`src/core/pin_mux_consts.svh`:
```
// Pin mux constants: widths, strap positions, reset values.
// Assumes inclusion by bare name from package and modules.
`ifndef PIN_MUX_CONSTS_SVH
`define PIN_MUX_CONSTS_SVH
`define ADDR_W 14
`define DATA_W 24
`define UPPER_LSB 8
`define HOST_W 16
`define FLAG_W 8
`define STRAP_A 0
`define STRAP_B 1
`define STRAP_C 2
`define STRAP_WAIT 2'h3
`define MODE_FULL 1'b0
`define MODE_HOST 1'b1
`define SEL_IDLE 5'h1f
`endif

```
`src/core/pin_mux_pkg.sv`:
```
// Types shared by both ends of the pin mux.
// Assumes pin_mux_consts.svh on the include path.
`include "pin_mux_consts.svh"
package pin_mux_pkg;
  typedef enum logic {mem_full = `MODE_FULL, mem_host = `MODE_HOST} mem_mode_e;
  typedef enum logic [1:0] {
    bus_own = 2'b00,
    bus_granted = 2'b01,
    bus_hung = 2'b11
  } bus_state_e;
  // Select strobes, active low: data, program, io, byte, combined
  typedef struct packed {
    logic data_sel_n;
    logic prog_sel_n;
    logic io_sel_n;
    logic byte_sel_n;
    logic comb_sel_n;
  } sel_t;
endpackage : pin_mux_pkg

```
`src/core/pin_mux_if.sv`:
```
// Pin-level link between the processor pin mux and the outside party.
// Assumes the outside end resolves two-way wires from the enables.
`timescale 1ns/1ps
`include "pin_mux_consts.svh"
interface pin_mux_if;
  logic reset_n;
  logic [`FLAG_W-1:0] flag_o;
  logic [`FLAG_W-1:0] flag_oe;
  logic [`FLAG_W-1:0] flag_i;
  logic [`ADDR_W-1:0] ext_addr_bus;
  logic [`DATA_W-1:0] ext_data_o;
  logic [`DATA_W-1:0] ext_data_oe;
  logic [`DATA_W-1:0] ext_data_i;
  logic [`HOST_W-1:0] host_ad_o;
  logic [`HOST_W-1:0] host_ad_oe;
  logic [`HOST_W-1:0] host_ad_i;
  logic host_write_enable_n;
  logic host_read_enable_n;
  logic host_addr_latch;
  logic host_port_select_n;
  logic host_port_ack_n;
  pin_mux_pkg::sel_t sel;
  logic read_en_n;
  logic write_en_n;
  logic bus_request_in_n;
  logic bus_grant_out_n;
  logic bus_grant_hung_out_n;
  logic [1:0] serial_alt_irqs_n;
  logic serial_alt_flag_in;
  logic serial_alt_flag_out;
  modport device (
    input reset_n, flag_i, ext_data_i, host_ad_i, host_write_enable_n,
    host_read_enable_n, host_addr_latch, host_port_select_n,
    bus_request_in_n, serial_alt_irqs_n, serial_alt_flag_in,
    output flag_o, flag_oe, ext_addr_bus, ext_data_o, ext_data_oe,
    host_ad_o, host_ad_oe, host_port_ack_n, sel, read_en_n, write_en_n,
    bus_grant_out_n, bus_grant_hung_out_n, serial_alt_flag_out
  );
  modport host (
    output reset_n, flag_i, ext_data_i, host_ad_i, host_write_enable_n,
    host_read_enable_n, host_addr_latch, host_port_select_n,
    bus_request_in_n, serial_alt_irqs_n, serial_alt_flag_in,
    input flag_o, flag_oe, ext_addr_bus, ext_data_o, ext_data_oe,
    host_ad_o, host_ad_oe, host_port_ack_n, sel, read_en_n, write_en_n,
    bus_grant_out_n, bus_grant_hung_out_n, serial_alt_flag_out
  );
endinterface : pin_mux_if

```
`src/core/memory_mode_pin_mux.sv`:
```
// Device end: strap capture, bus pin mux, flag/irq sharing, bus grant.
// Assumes core-side requests are on mclk; pins on the link are async.
//
// Contract
// - Bus pin configuration fixed only during reset
// - Serial pin function switchable any time
// - Shared flag/irq pins keep both functions
// - Memory mode from strap, held while running
// - Strap low full mode, high host
// - Straps read in reset, then flags; the device takes them on the third edge after release
// - Full mode: 14 address, 24 data bits
// - Host mode: 16-bit muxed address/data port
// - Host mode: lowest address, upper data only
// - Host drives port strobes, device acknowledges
// - Alternate serial pins: two irqs, flags (the flag input is synchronised but never reaches the core)
// - Host decodes peripherals from A0, strobes
// - Separate low select strobes plus combined
// - Bus request answered by grant, hung grant
// - Strap driver active only during reset
// - Three irqs programmable edge or level
`timescale 1ns/1ps
`include "pin_mux_consts.svh"
module memory_mode_pin_mux (
  input wire logic mclk,
  pin_mux_if.device pins,
  input wire logic core_serial_alt,
  input wire logic [`FLAG_W-1:0] core_flag_out,
  input wire logic [`FLAG_W-1:0] core_flag_dir,
  output logic [`FLAG_W-1:0] core_flag_in,
  input wire logic [2:0] core_irq_edge,
  output logic [5:0] core_irq_req,
  input wire logic [2:0] core_irq_clr,
  input wire logic core_serial_fo,
  input wire logic [`ADDR_W-1:0] core_addr,
  input wire logic [`DATA_W-1:0] core_wdata,
  input wire logic core_write,
  output logic [`DATA_W-1:0] core_rdata,
  input wire logic [4:0] core_space_n,
  input wire logic core_rd_n,
  input wire logic core_wr_n,
  input wire logic core_bus_stall,
  input wire logic core_host_ack,
  output logic [`HOST_W-1:0] host_addr,
  output logic host_addr_valid,
  output logic [`HOST_W-1:0] host_wdata,
  output logic host_wr_strobe,
  output logic host_rd_strobe,
  input wire logic [`HOST_W-1:0] host_rdata,
  output logic [2:0] mode_straps,
  output pin_mux_pkg::mem_mode_e mem_mode
);
  // ********************************************************
  // State
  // ********************************************************
  typedef struct packed {
    logic [1:0] strap_wait;
    logic [2:0] straps;
    logic [`FLAG_W-1:0] flag_s1;
    logic [`FLAG_W-1:0] flag_s2;
    logic [`FLAG_W-1:0] flag_p;
    logic [`DATA_W-1:0] dat_s1;
    logic [`DATA_W-1:0] dat_s2;
    logic [`HOST_W-1:0] iad_s1;
    logic [`HOST_W-1:0] iad_s2;
    logic [3:0] hctl_s1;
    logic [3:0] hctl_s2;
    logic [3:0] hctl_p;
    logic [1:0] sirq_s1;
    logic [1:0] sirq_s2;
    logic [1:0] sirq_p;
    logic sfi_s1;
    logic sfi_s2;
    logic br_s1;
    logic br_s2;
    logic [2:0] edge_hit;
    logic edge_irq_in_hit;
    pin_mux_pkg::bus_state_e bus;
    logic [`HOST_W-1:0] haddr;
    logic haddr_v;
    logic [`HOST_W-1:0] hwdata;
    logic hwr;
    logic hrd;
    logic [`HOST_W-1:0] hrdata;
    logic hdrive;
    logic ack_n;
  } state_s;
  state_s s_q;
  state_s s_d;
  logic host_m;
  logic granted;
  logic [2:0] lvl_src;
  logic [2:0] edge_in;
  logic [3:0] hc;
  logic reset_n_i;
  assign host_m = s_q.straps[`STRAP_C];
  assign granted = (s_q.bus != pin_mux_pkg::bus_own);
  assign hc = s_q.hctl_s2; // {sel_n, al, rd_n, wr_n}
  // General irq on flag 7, alternate serial irqs on serial pins
  assign lvl_src = {~s_q.flag_s2[7], ~s_q.sirq_s2};
  assign edge_in = lvl_src & ~{~s_q.flag_p[7], ~s_q.sirq_p};
  // ********************************************************
  // Next state
  // ********************************************************
  always_comb begin
    s_d = s_q;
    s_d.flag_s1 = pins.flag_i;
    s_d.flag_s2 = s_q.flag_s1;
    s_d.flag_p = s_q.flag_s2;
    s_d.dat_s1 = pins.ext_data_i;
    s_d.dat_s2 = s_q.dat_s1;
    s_d.iad_s1 = pins.host_ad_i;
    s_d.iad_s2 = s_q.iad_s1;
    s_d.hctl_s1 = {pins.host_port_select_n, pins.host_addr_latch,
                   pins.host_read_enable_n, pins.host_write_enable_n};
    s_d.hctl_s2 = s_q.hctl_s1;
    s_d.hctl_p = s_q.hctl_s2;
    s_d.sirq_s1 = pins.serial_alt_irqs_n;
    s_d.sirq_s2 = s_q.sirq_s1;
    s_d.sirq_p = s_q.sirq_s2;
    s_d.sfi_s1 = pins.serial_alt_flag_in;
    s_d.sfi_s2 = s_q.sfi_s1;
    s_d.br_s1 = pins.bus_request_in_n;
    s_d.br_s2 = s_q.br_s1;
    // Straps taken on the third edge after release: the synchroniser
    // is held in reset, so only then does its second stage show the pin
    if (s_q.strap_wait != 2'h0) begin
      s_d.strap_wait = s_q.strap_wait - 2'h1;
      if (s_q.strap_wait == 2'h1) begin
        s_d.straps = s_q.flag_s2[2:0];
      end
    end
    // Set wins over clear for latched edges
    s_d.edge_hit = (s_q.edge_hit & ~core_irq_clr)
      | (edge_in & core_irq_edge);
    // Falling edge on flag 4 latches until the pin goes high again
    s_d.edge_irq_in_hit = s_q.flag_s2[4] ? 1'b0
      : (s_q.edge_irq_in_hit | s_q.flag_p[4]);
    // Bus arbitration: grant when core idle, hung if core stalls
    unique case (s_q.bus)
      pin_mux_pkg::bus_own: begin
        if (!s_q.br_s2 && !core_bus_stall)
          s_d.bus = pin_mux_pkg::bus_granted;
      end
      pin_mux_pkg::bus_granted: begin
        if (s_q.br_s2)
          s_d.bus = pin_mux_pkg::bus_own;
        else if (core_bus_stall)
          s_d.bus = pin_mux_pkg::bus_hung;
      end
      pin_mux_pkg::bus_hung: begin
        if (s_q.br_s2)
          s_d.bus = pin_mux_pkg::bus_own;
        else if (!core_bus_stall)
          s_d.bus = pin_mux_pkg::bus_granted;
      end
      default: s_d.bus = pin_mux_pkg::bus_own;
    endcase
    // Host port: one-cycle strobes on the synchronised address-latch rising edge and enable falling edges
    s_d.haddr_v = 1'b0;
    s_d.hwr = 1'b0;
    s_d.hrd = 1'b0;
    if (host_m && !hc[3]) begin
      if (hc[2] && !s_q.hctl_p[2]) begin
        s_d.haddr = s_q.iad_s2;
        s_d.haddr_v = 1'b1;
      end
      if (!hc[0] && s_q.hctl_p[0]) begin
        s_d.hwdata = s_q.iad_s2;
        s_d.hwr = 1'b1;
      end
      if (!hc[1] && s_q.hctl_p[1])
        s_d.hrd = 1'b1;
    end
    if (s_q.hrd)
      s_d.hrdata = host_rdata;
    s_d.hdrive = host_m && !hc[3] && !hc[1];
    s_d.ack_n = ~(host_m && core_host_ack);
  end
  always_ff @(posedge mclk or negedge reset_n_i) begin
    if (!reset_n_i) begin
      s_q <= '0;
      s_q.strap_wait <= `STRAP_WAIT;
      s_q.flag_s1 <= '1;
      s_q.flag_s2 <= '1;
      s_q.flag_p <= '1;
      s_q.hctl_s1 <= 4'hf;
      s_q.hctl_s2 <= 4'hf;
      s_q.hctl_p <= 4'hf;
      s_q.sirq_s1 <= 2'h3;
      s_q.sirq_s2 <= 2'h3;
      s_q.sirq_p <= 2'h3;
      s_q.br_s1 <= 1'b1;
      s_q.br_s2 <= 1'b1;
      s_q.ack_n <= 1'b1;
    end else begin
      s_q <= s_d;
    end
  end
  // ********************************************************
  // Pins
  // ********************************************************
  always_comb begin
    reset_n_i = pins.reset_n;
  end
  // Flags stay inputs while the straps are being read
  assign pins.flag_o = core_flag_out;
  assign pins.flag_oe = (s_q.strap_wait != 2'h0) ? '0
    : core_flag_dir;
  assign core_flag_in = s_q.flag_s2;
  // Interrupts: general; level a/b; edge on flag 4; serial a/b by mode
  assign core_irq_req = {
    core_irq_edge[2] ? s_q.edge_hit[2] : lvl_src[2],
    ~s_q.flag_s2[5], ~s_q.flag_s2[6], s_q.edge_irq_in_hit,
    core_serial_alt & (core_irq_edge[1] ? s_q.edge_hit[1] : lvl_src[1]),
    core_serial_alt & (core_irq_edge[0] ? s_q.edge_hit[0] : lvl_src[0])
  };
  assign pins.serial_alt_flag_out = core_serial_alt & core_serial_fo;
  // External bus: full width in full mode, A0 and upper byte lanes in host
  assign pins.ext_addr_bus = granted ? '0 : (host_m ?
    {{(`ADDR_W-1){1'b0}}, core_addr[0]} : core_addr);
  assign pins.ext_data_o = core_wdata;
  assign pins.ext_data_oe = (granted || !core_write) ? '0 : (host_m ?
    {{(`HOST_W){1'b1}}, {`UPPER_LSB{1'b0}}} : '1);
  assign core_rdata = host_m ?
    {s_q.dat_s2[`DATA_W-1:`UPPER_LSB], {`UPPER_LSB{1'b0}}} : s_q.dat_s2;
  assign pins.sel = granted ? `SEL_IDLE : core_space_n;
  assign pins.read_en_n = granted | core_rd_n;
  assign pins.write_en_n = granted | core_wr_n;
  assign pins.bus_grant_out_n = ~granted;
  assign pins.bus_grant_hung_out_n = (s_q.bus != pin_mux_pkg::bus_hung);
  assign pins.host_ad_o = s_q.hrdata;
  assign pins.host_ad_oe = {`HOST_W{s_q.hdrive}};
  assign pins.host_port_ack_n = s_q.ack_n;
  assign host_addr = s_q.haddr;
  assign host_addr_valid = s_q.haddr_v;
  assign host_wdata = s_q.hwdata;
  assign host_wr_strobe = s_q.hwr;
  assign host_rd_strobe = s_q.hrd;
  assign mode_straps = s_q.straps;
  assign mem_mode = pin_mux_pkg::mem_mode_e'(s_q.straps[`STRAP_C]);
endmodule : memory_mode_pin_mux

```
`src/flat_wrapper.sv`:
```
// flat-port wrapper written by rule: the top's interface ports become plain ports
module memory_mode_pin_mux_flat 
  (mclk, core_serial_alt, core_flag_out, core_flag_dir, core_flag_in, core_irq_edge, core_irq_req, core_irq_clr, core_serial_fo, core_addr, core_wdata, core_write, core_rdata, core_space_n, core_rd_n, core_wr_n, core_bus_stall, core_host_ack, host_addr, host_addr_valid, host_wdata, host_wr_strobe, host_rd_strobe, host_rdata, mode_straps, mem_mode, pins_reset_n, pins_flag_i, pins_ext_data_i, pins_host_ad_i, pins_host_write_enable_n, pins_host_read_enable_n, pins_host_addr_latch, pins_host_port_select_n, pins_bus_request_in_n, pins_serial_alt_irqs_n, pins_serial_alt_flag_in, pins_flag_o, pins_flag_oe, pins_ext_addr_bus, pins_ext_data_o, pins_ext_data_oe, pins_host_ad_o, pins_host_ad_oe, pins_host_port_ack_n, pins_sel, pins_read_en_n, pins_write_en_n, pins_bus_grant_out_n, pins_bus_grant_hung_out_n, pins_serial_alt_flag_out);
  pin_mux_if pins_i ();
  input wire logic mclk;
  input wire logic core_serial_alt;
  input wire logic [`FLAG_W-1:0] core_flag_out;
  input wire logic [`FLAG_W-1:0] core_flag_dir;
  output logic [`FLAG_W-1:0] core_flag_in;
  input wire logic [2:0] core_irq_edge;
  output logic [5:0] core_irq_req;
  input wire logic [2:0] core_irq_clr;
  input wire logic core_serial_fo;
  input wire logic [`ADDR_W-1:0] core_addr;
  input wire logic [`DATA_W-1:0] core_wdata;
  input wire logic core_write;
  output logic [`DATA_W-1:0] core_rdata;
  input wire logic [4:0] core_space_n;
  input wire logic core_rd_n;
  input wire logic core_wr_n;
  input wire logic core_bus_stall;
  input wire logic core_host_ack;
  output logic [`HOST_W-1:0] host_addr;
  output logic host_addr_valid;
  output logic [`HOST_W-1:0] host_wdata;
  output logic host_wr_strobe;
  output logic host_rd_strobe;
  input wire logic [`HOST_W-1:0] host_rdata;
  output logic [2:0] mode_straps;
  output pin_mux_pkg::mem_mode_e mem_mode;
  input wire logic [$bits(pins_i.reset_n)-1:0] pins_reset_n;
  input wire logic [$bits(pins_i.flag_i)-1:0] pins_flag_i;
  input wire logic [$bits(pins_i.ext_data_i)-1:0] pins_ext_data_i;
  input wire logic [$bits(pins_i.host_ad_i)-1:0] pins_host_ad_i;
  input wire logic [$bits(pins_i.host_write_enable_n)-1:0] pins_host_write_enable_n;
  input wire logic [$bits(pins_i.host_read_enable_n)-1:0] pins_host_read_enable_n;
  input wire logic [$bits(pins_i.host_addr_latch)-1:0] pins_host_addr_latch;
  input wire logic [$bits(pins_i.host_port_select_n)-1:0] pins_host_port_select_n;
  input wire logic [$bits(pins_i.bus_request_in_n)-1:0] pins_bus_request_in_n;
  input wire logic [$bits(pins_i.serial_alt_irqs_n)-1:0] pins_serial_alt_irqs_n;
  input wire logic [$bits(pins_i.serial_alt_flag_in)-1:0] pins_serial_alt_flag_in;
  output wire logic [$bits(pins_i.flag_o)-1:0] pins_flag_o;
  output wire logic [$bits(pins_i.flag_oe)-1:0] pins_flag_oe;
  output wire logic [$bits(pins_i.ext_addr_bus)-1:0] pins_ext_addr_bus;
  output wire logic [$bits(pins_i.ext_data_o)-1:0] pins_ext_data_o;
  output wire logic [$bits(pins_i.ext_data_oe)-1:0] pins_ext_data_oe;
  output wire logic [$bits(pins_i.host_ad_o)-1:0] pins_host_ad_o;
  output wire logic [$bits(pins_i.host_ad_oe)-1:0] pins_host_ad_oe;
  output wire logic [$bits(pins_i.host_port_ack_n)-1:0] pins_host_port_ack_n;
  output wire logic [$bits(pins_i.sel)-1:0] pins_sel;
  output wire logic [$bits(pins_i.read_en_n)-1:0] pins_read_en_n;
  output wire logic [$bits(pins_i.write_en_n)-1:0] pins_write_en_n;
  output wire logic [$bits(pins_i.bus_grant_out_n)-1:0] pins_bus_grant_out_n;
  output wire logic [$bits(pins_i.bus_grant_hung_out_n)-1:0] pins_bus_grant_hung_out_n;
  output wire logic [$bits(pins_i.serial_alt_flag_out)-1:0] pins_serial_alt_flag_out;
  assign pins_i.reset_n = pins_reset_n;
  assign pins_i.flag_i = pins_flag_i;
  assign pins_i.ext_data_i = pins_ext_data_i;
  assign pins_i.host_ad_i = pins_host_ad_i;
  assign pins_i.host_write_enable_n = pins_host_write_enable_n;
  assign pins_i.host_read_enable_n = pins_host_read_enable_n;
  assign pins_i.host_addr_latch = pins_host_addr_latch;
  assign pins_i.host_port_select_n = pins_host_port_select_n;
  assign pins_i.bus_request_in_n = pins_bus_request_in_n;
  assign pins_i.serial_alt_irqs_n = pins_serial_alt_irqs_n;
  assign pins_i.serial_alt_flag_in = pins_serial_alt_flag_in;
  assign pins_flag_o = pins_i.flag_o;
  assign pins_flag_oe = pins_i.flag_oe;
  assign pins_ext_addr_bus = pins_i.ext_addr_bus;
  assign pins_ext_data_o = pins_i.ext_data_o;
  assign pins_ext_data_oe = pins_i.ext_data_oe;
  assign pins_host_ad_o = pins_i.host_ad_o;
  assign pins_host_ad_oe = pins_i.host_ad_oe;
  assign pins_host_port_ack_n = pins_i.host_port_ack_n;
  assign pins_sel = pins_i.sel;
  assign pins_read_en_n = pins_i.read_en_n;
  assign pins_write_en_n = pins_i.write_en_n;
  assign pins_bus_grant_out_n = pins_i.bus_grant_out_n;
  assign pins_bus_grant_hung_out_n = pins_i.bus_grant_hung_out_n;
  assign pins_serial_alt_flag_out = pins_i.serial_alt_flag_out;
  memory_mode_pin_mux u_core (.mclk(mclk), .pins(pins_i), .core_serial_alt(core_serial_alt), .core_flag_out(core_flag_out), .core_flag_dir(core_flag_dir), .core_flag_in(core_flag_in), .core_irq_edge(core_irq_edge), .core_irq_req(core_irq_req), .core_irq_clr(core_irq_clr), .core_serial_fo(core_serial_fo), .core_addr(core_addr), .core_wdata(core_wdata), .core_write(core_write), .core_rdata(core_rdata), .core_space_n(core_space_n), .core_rd_n(core_rd_n), .core_wr_n(core_wr_n), .core_bus_stall(core_bus_stall), .core_host_ack(core_host_ack), .host_addr(host_addr), .host_addr_valid(host_addr_valid), .host_wdata(host_wdata), .host_wr_strobe(host_wr_strobe), .host_rd_strobe(host_rd_strobe), .host_rdata(host_rdata), .mode_straps(mode_straps), .mem_mode(mem_mode));
endmodule
```
`config.mk`:
```
export PLATFORM = sky130hd
export DESIGN_NAME = memory_mode_pin_mux_flat
export DESIGN_NICKNAME = d
export VERILOG_FILES = /design/src/core/pin_mux_pkg.sv /design/src/core/pin_mux_if.sv /design/src/core/memory_mode_pin_mux.sv /design/src/flat_wrapper.sv
export VERILOG_INCLUDE_DIRS = /design/src /design/src/core
export SDC_FILE = /design/constraint.sdc
export NUM_CORES = 1
export LEC_CHECK = 0
export ABC_AREA = 0
export BUFFER_PORTS_ARGS = -buffer_cell sky130_fd_sc_hd__buf_2
export CAP_MARGIN = 15
export CORE_ASPECT_RATIO = 0.6
export CORE_MARGIN = 3
export CORE_UTILIZATION = 46
export CTS_CLUSTER_DIAMETER = 120
export DETAILED_ROUTE_END_ITERATION = 12
export PLACE_DENSITY_LB_ADDON = 0.3
export RECOVER_POWER = 25
export SYNTH_ARGS = -nofsm -noshare
export SYNTH_HDL_FRONTEND = slang
export SYNTH_SLANG_ARGS = --single-unit
```
`constraint.sdc`:
```
create_clock -name mclk -period 1.5 [get_ports mclk]
set_input_delay 0.225 -clock mclk [delete_from_list [all_inputs] [get_ports mclk]]
set_output_delay 0.225 -clock mclk [all_outputs]
set_load 0.03 [all_outputs]
```
==> flow_summary.json, run 1 <==
{
  "outcome": "finished, violations left",
  "violations": "setup timing",
  "synth_area_leaders": "dfrtp_1 51%, buf_4 16%, dfstp_2 15%, mux2_2 5.4%, mux2_4 3.9%",
  "initial_utilization_pct": 48.7,
  "p_seq_share_pct": 48.0,
  "pwr-share-clk_pct": 39.8,
  "hold_viol": 0,
  "finalCriticalPeriod_ns": 1.82,
  "drcViolationCount": 0,
  "n_antenna_cell": 0,
  "switchingPower_uw": 2780,
  "setup_ws_ns": -0.322,
  "syn-cell-area_mm2": 0.00689,
  "clockRootBuffer": "clkbuf_16",
  "antenna_found_initial": 0,
  "finalCritPeriodShare_pct": 121,
  "routed_wl_um": 15900,
  "synth_fp_nets": 615,
  "p_sw_share_pct": 25.9,
  "wl_per_cell_um": 17.4,
  "numPortBuffers": 278,
  "critPathMaxStageDelay_ns": 0.45,
  "finalPower_uw": 10800,
  "synth_top_area_share_pct": 51.2,
  "avgSynthCellArea_um2": 14.8,
  "ys_ff_latch": 181,
  "path_clk_slew_ns": 0.07,
  "syn_to_final_growth_pct": 39.7,
  "synthDistinctLibCells": 29,
  "grt_pass1_vias": 4378,
  "ir_drop_uv": 721,
  "htree_levels": 4,
  "cpMostUsedCell": "buf_6",
  "drv_cap": 0,
  "relSlewSlack_pct": 76.6,
  "nets": 854,
  "die-area_mm2": 0.0165,
  "worstSetupPathType": "reg -> out",
  "clock_latency_ns": 0.41,
  "worstPathCellList": "nor3_4, buf_6, and2_4, buf_6",
  "p_leak_uw": 0.00493,
  "max_freq_mhz": 549,
  "pin_count": 344,
  "cellPowerDensity_mw_per_mm2": 1120,
  "first_iter_violations": 84,
  "grt_use_met1_pct": 21.9,
  "rows": 33,
  "dp_cells": 795,
  "drive_gt1_share_pct": 67.6,
  "required_ns": 1.27,
  "cts_sinks": 181,
  "use_met3_pct": 5.91,
  "crit_fanout": 8,
  "grt_pass1_wl_um": 23200,
  "core_area_mm2": 0.0142,
  "die_x_um": 164,
  "grt_setup_unrepaired": "yes",
  "overflow": 0,
  "slowest_stage": "dfrtp_2",
  "numCtsBuffers": 17,
  "setup_viol": 97,
  "yosysTopAreaCell": "dfrtp_1",
  "post_layout_nonfiller_instances": 911,
  "viasPerCell": 4.44,
  "skew_ns": 0.0113,
  "yosysWarningCount": 0,
  "power_frac_comb_pct": 12.2,
  "synthCells": 467,
  "cp_data_arrival_time_ns": 1.60,
  "internal_power_uw": 7970,
  "drt_first_pass_iters": 6,
  "num-fill-cells": 954,
  "via_count": 4045,
  "gp_congestion": 0.779,
  "end_kind": "output port",
  "grt_max_degree": 50,
  "cts_tree": "built",
  "cts.path.max_buffers": 2,
  "hp-class": "in -> reg",
  "maxSlewViolCount": 0,
  "die_h_um": 101,
  "hpwl_um": 10000,
  "cp-start-kind": "register",
  "worstMarginPinSlew_ns": 0.351,
  "seq_area_frac_synth_pct": 66.4,
  "busiest_layer": "met2",
  "grt_usage_pct": 18.3,
  "ant_nets": 0,
  "grtUsageMet2_pct": 31.8
}
## cell usage in the layout, fill, tap and decap left out, types with 3 or more instances in the layout
cell | Yosys | routed
nand2_1 | 8 | 8
mux2_2 | 33 | 19
inv_8 | 0 | 3
and2_4 | 0 | 20
buf_6 | 2 | 73
o22ai_1 | 3 | 3
clkinv_4 | 0 | 4
dfrtp_2 | 0 | 4
nor2_1 | 4 | 3
nor2b_4 | 0 | 7
dfstp_2 | 40 | 40
buf_4 | 146 | 23
clkbuf_16 | 0 | 19
inv_1 | 7 | 5
or3_1 | 7 | 5
buf_2 | 2 | 209
buf_12 | 2 | 8
mux2_4 | 18 | 32
and2_1 | 25 | 4
inv_6 | 0 | 3
dlygate4sd3_1 | 0 | 60
dfrtp_1 | 141 | 137
## sequential cells by signal (all words and copies together), names as in the netlist
register / cells
u_core.s_d: 57
u_core.s_q: 55
u_core.host_addr: 16
u_core.host_wdata: 16
u_core.pins.host_ad_o: 16
u_core.core_flag_in: 8
u_core.hc: 4
u_core.mode_straps: 3
u_core.core_irq_req: 1
u_core.host_addr_valid: 1
u_core.host_rd_strobe: 1
u_core.host_wr_strobe: 1
u_core.pins.host_ad_oe: 1
u_core.pins.host_port_ack_n: 1
## critical path, delay by kind of cell, from the launching register on
kind	cells	cell delay, ns
DFF	1	0.45
and+or+nand+nor	2	0.45
buffers and inverters	2	0.30
## power groups by stage
stage               combinational (µW)  clock [µW]  sequential, µW
global placement                   910           0            5230
CTS                               1190        4410            5150
finish                            1310        4280            5160
detailed placement                 924           0            5240
global route                      1390        4630            5170
floorplan                          771           0            5220
## layout make-up
type / count / area (µm²) / share of cell area (%)
Sequential cell: 181 / 4580 / 47.6
Timing Repair Buffer: 376 / 2860 / 29.7
Multi-Input combinational cell: 123 / 1340 / 13.9
Clock buffer: 19 / 443 / 4.60
Tap cell: 192 / 240 / 2.50
Clock inverter: 13 / 135 / 1.40
Inverter: 7 / 26.3 / 0.273
## routing by layer
| metal | part of all wire (%) | up-vias |
|---|---|---|
| met1 | 40 | 2035 |
| met2 | 52 | 170 |
| met4 | 0.93 | 0 |
| li1 | - | 1822 |
| met5 | 0 | - |
| met3 | 7.2 | 18 |
## cell usage after synthesis
cell and count:
a21boi_0 2, and2_1 25, and2b_1 1, and3b_1 1
and4bb_1 2, buf_12 2, buf_2 2, buf_4 146
buf_6 2, clkbuf_1 5, dfrtp_1 141, dfstp_2 40
ha_1 2, inv_1 7, mux2_2 33, mux2_4 18
mux2i_1 1, nand2_1 8, nor2_1 4, nor2b_1 7
nor3_1 1, nor3b_1 1, nor4b_1 1, o21ai_0 1
o21ba_2 1, o22ai_1 3, or2_2 2, or3_1 7
xnor2_1 1
## cells by family (layout without fill, tap and decap cells)
| family | Yosys count | in the layout | share of synthesized area, % |
|---|---|---|---|
| xor gates and xnor gates | 1 | 1 | 0.127 |
| adders and majority gates | 2 | 2 | 0.363 |
| buffers and inverters | 164 | 415 | 17.6 |
| DFF | 181 | 181 | 66.4 |
| and+or+nand+nor | 60 | 61 | 5.28 |
| muxes | 52 | 52 | 9.46 |
| AOI/OAI and AO/OA | 7 | 7 | 0.708 |
## through the flow
stage          util (%)  hold WS [ns]  area (µm²)  setup WS (ns)  setup TNS [ns]
2_1_floorplan         -       -0.0706        6990        -0.0803           -1.37
3_3_place_gp       53.4         0.142        7560         0.0415               0
3_5_place_dp       53.4         0.147        7560         0.0139               0
4_1_cts            65.2        0.0221        9230         -0.325          -18.00
5_1_grt            68.0        0.0279        9630         -0.406          -26.25
6_report           68.0        0.0445        9630         -0.322          -20.25
## worst paths after layout
path                                        from                   endpoint  slack (ns)  cells past startpoint
setup / recovery           u_core.mode_straps[2]        pins_ext_data_oe[1]       -0.32                      4
hold / removal                    host_rdata[11]  u_core.pins.host_ad_o[11]        0.04                      2
setup reg to reg           u_core.mode_straps[2]       u_core.host_wdata[3]       -0.12                      6
hold reg to reg                   u_core.s_d[81]             u_core.s_q[81]        0.35                      0
max in group asynchronous           pins_reset_n             u_core.s_d[76]        0.59                      3
min in group asynchronous           pins_reset_n             u_core.s_d[87]        0.28                      2
## what timing repair did
action                                  CTS  global route
endpoints found under the hold margin    86             0
setup buffers                             9            10
hold buffers                             60             0
gates resized for setup                 134            93
endpoints found under the setup margin   67           117
cloned                                    2             4
pin swaps                                11            16
(Power assumes the default switching activity.)
==> inputs of run 2 (changes only) <==
--- a/config.mk
+++ b/config.mk
@@ -9,11 +9,10 @@
 export ABC_AREA = 0
 export BUFFER_PORTS_ARGS = -buffer_cell sky130_fd_sc_hd__buf_2
 export CAP_MARGIN = 15
-export CORE_ASPECT_RATIO = 0.6
-export CORE_MARGIN = 3
-export CORE_UTILIZATION = 46
+export CORE_AREA = 3 3 134 136
 export CTS_CLUSTER_DIAMETER = 120
 export DETAILED_ROUTE_END_ITERATION = 12
+export DIE_AREA = 0 0 137 139
 export PLACE_DENSITY_LB_ADDON = 0.3
 export RECOVER_POWER = 25
 export SYNTH_ARGS = -nofsm -noshare
==> run 2 against run 1 <==
- the flow still finishes with violations (setup timing)
- non-clock buffer count is 3 lower
- via count is 0.54% higher
- total power hardly changed
- clock power is 1% higher
- first-iteration DRC count is 11% lower
- wire length is 3.8% higher
- sequential cell count stayed put
- clock skew is 0.0013 ns lower
- final area is 0.55% lower
- largest cell class unchanged
- largest power group unchanged
- highest routed layer is now met5
==> flow_summary.json, run 2 (synthesis results as in run 1) <==
{
  "clock_latency_ns": 0.43,
  "required_ns": 1.27,
  "wl_per_cell_um": 17.5,
  "numCtsBuffers": 17,
  "layout_common_cells": "208 x buf_2, 136 x dfrtp_1, 60 x dlygate4sd3_1",
  "cts.path.max_buffers": 2,
  "grt_pass1_wl_um": 25100,
  "max_freq_mhz": 545,
  "design_area_mm2": 0.00957,
  "cellPowerDensity_mw_per_mm2": 1120,
  "viasPerCell": 4.31,
  "via_count": 4067,
  "nets": 851,
  "num-fill-cells": 1397,
  "cts_tree": "built",
  "crit_fanout": 8,
  "rrSetupSlack_ns": -0.16,
  "hpwl_um": 11000,
  "largest_register_ffs": 57,
  "first_iter_violations": 75,
  "fin_tns_setup_ns": -21.10,
  "drt_first_pass_iters": 3,
  "final_common_cell": "buf_2",
  "setup_ws_ns": -0.335,
  "p_leak_uw": 0.00488,
  "die_x_um": 137,
  "postPlaceCellArea_mm2": 0.00761,
  "clockRootBuffer": "clkbuf_16",
  "htree_levels": 4,
  "dp_cells": 828,
  "cts_sinks": 181,
  "gp_congestion": 0.749,
  "path_clk_slew_ns": 0.07,
  "overflow": 0,
  "worstSetupPathType": "reg -> out",
  "ant_nets": 0,
  "end_kind": "output port",
  "syn_to_final_growth_pct": 38.9,
  "finalPower_uw": 10800,
  "place_ws_ns": 0.00716,
  "post_layout_nonfiller_instances": 943,
  "hold_viol": 0,
  "setup_viol": 98,
  "cp_data_arrival_time_ns": 1.61,
  "finalCriticalPeriod_ns": 1.84,
  "violations": "setup timing",
  "antenna_found_initial": 3,
  "drcViolationCount": 0,
  "pin_count": 344,
  "finalCritPeriodShare_pct": 122,
  "die_h_um": 139,
  "relSlewSlack_pct": 75.6,
  "rows": 48,
  "grt_usage_pct": 17.5,
  "core_area_mm2": 0.0171,
  "die-area_mm2": 0.0190,
  "routed_wl_um": 16500,
  "drv_cap": 0,
  "ir_drop_uv": 751,
  "cp-start-kind": "register",
  "outcome": "finished, violations left",
  "skew_ns": 0.0100,
  "drive_gt1_share_pct": 67.9,
  "maxSlewViolCount": 0,
  "worstMarginPinSlew_ns": 0.365,
  "grt_pass1_vias": 4578,
  "grt_max_degree": 40,
  "initial_utilization_pct": 40.4,
  "grt_setup_unrepaired": "yes",
  "hp-class": "in -> reg",
  "numPortBuffers": 278
}
-- run 2: cell count changes in the layout (fill, tap and decap cells not counted), moves of 4 or more --
cell / previous run / this run
and2_2: 2 / 10
and2_4: 20 / 12
buf_4: 23 / 36
buf_6: 73 / 56
mux2_2: 19 / 33
mux2_4: 32 / 18
nor2b_1: 0 / 4
nor2b_4: 7 / 3
or3_1: 5 / 0
or3_4: 2 / 7
-- run 2: worst max-delay path: stages, from the launching register on --
cell	delay [ns]
dfrtp_2	0.46
buf_6	0.16
nor2_4	0.14
and2_4	0.26
buf_6	0.16
-- run 2: what timing repair did --
action | in CTS | in global routing
resized for setup | 146 | 27
buffers inserted | 10 | 5
hold buffers | 60 | 0
cloned | 6 | 0
endpoints found under the hold margin | 93 | 0
setup endpoints to repair | 77 | 117
pin swaps | 16 | 4
-- run 2: final timing paths --
| check | from | to | depth (start not counted) |
|---|---|---|---|
| worst max-delay path | u_core.s_q[53] | pins_ext_data_oe[12] | 4 |
| worst min-delay path | host_rdata[11] | u_core.pins.host_ad_o[11] | 2 |
| worst max register to register | u_core.mode_straps[2] | u_core.host_addr[6] | 5 |
| worst min register to register | u_core.s_d[92] | u_core.s_q[92] | 0 |
| max in group asynchronous | pins_reset_n | u_core.core_flag_in[2] | 3 |
| min in group asynchronous | pins_reset_n | u_core.s_d[131] | 2 |
-- run 2: through the flow --
stage               util, %  hold slack [ns]
floorplan                 -          -0.0706
global placement       44.6            0.151
detailed placement     44.6            0.154
CTS                    55.4          0.00744
global route           56.1           0.0189
finish                 56.1           0.0302
-- run 2: layer usage --
metal | wire (µm) | share of wire (%) | global-route usage, % | vias up
met5 | 17 | 0.10 | 0 | -
met1 | 5780 | 35 | 18.9 | 2013
met4 | 421 | 2.6 | 6.78 | 2
li1 | - | - | - | 1826
met3 | 1270 | 7.7 | 5.66 | 44
met2 | 8980 | 55 | 31.5 | 182
-- run 2: area by class of cell --
cell class | count | area [µm²] | share of cell area (%)
diodes | 2 | 5.00 | 0.0523
clock buffers | 17 | 425 | 4.44
clock inverters | 15 | 160 | 1.67
inverters | 7 | 26.3 | 0.274
multi-input cells | 123 | 1280 | 13.4
flip-flops and latches | 181 | 4590 | 47.9
well taps | 225 | 282 | 2.94
repair buffers | 373 | 2810 | 29.4
-- run 2: where the power goes --
part | total, µW | switching [µW] | internal [µW]
registers | 5150 | 65.5 | 5090
clock network | 4330 | 2100 | 2230
logic | 1270 | 678 | 593
total | 10800 | 2840 | 7910
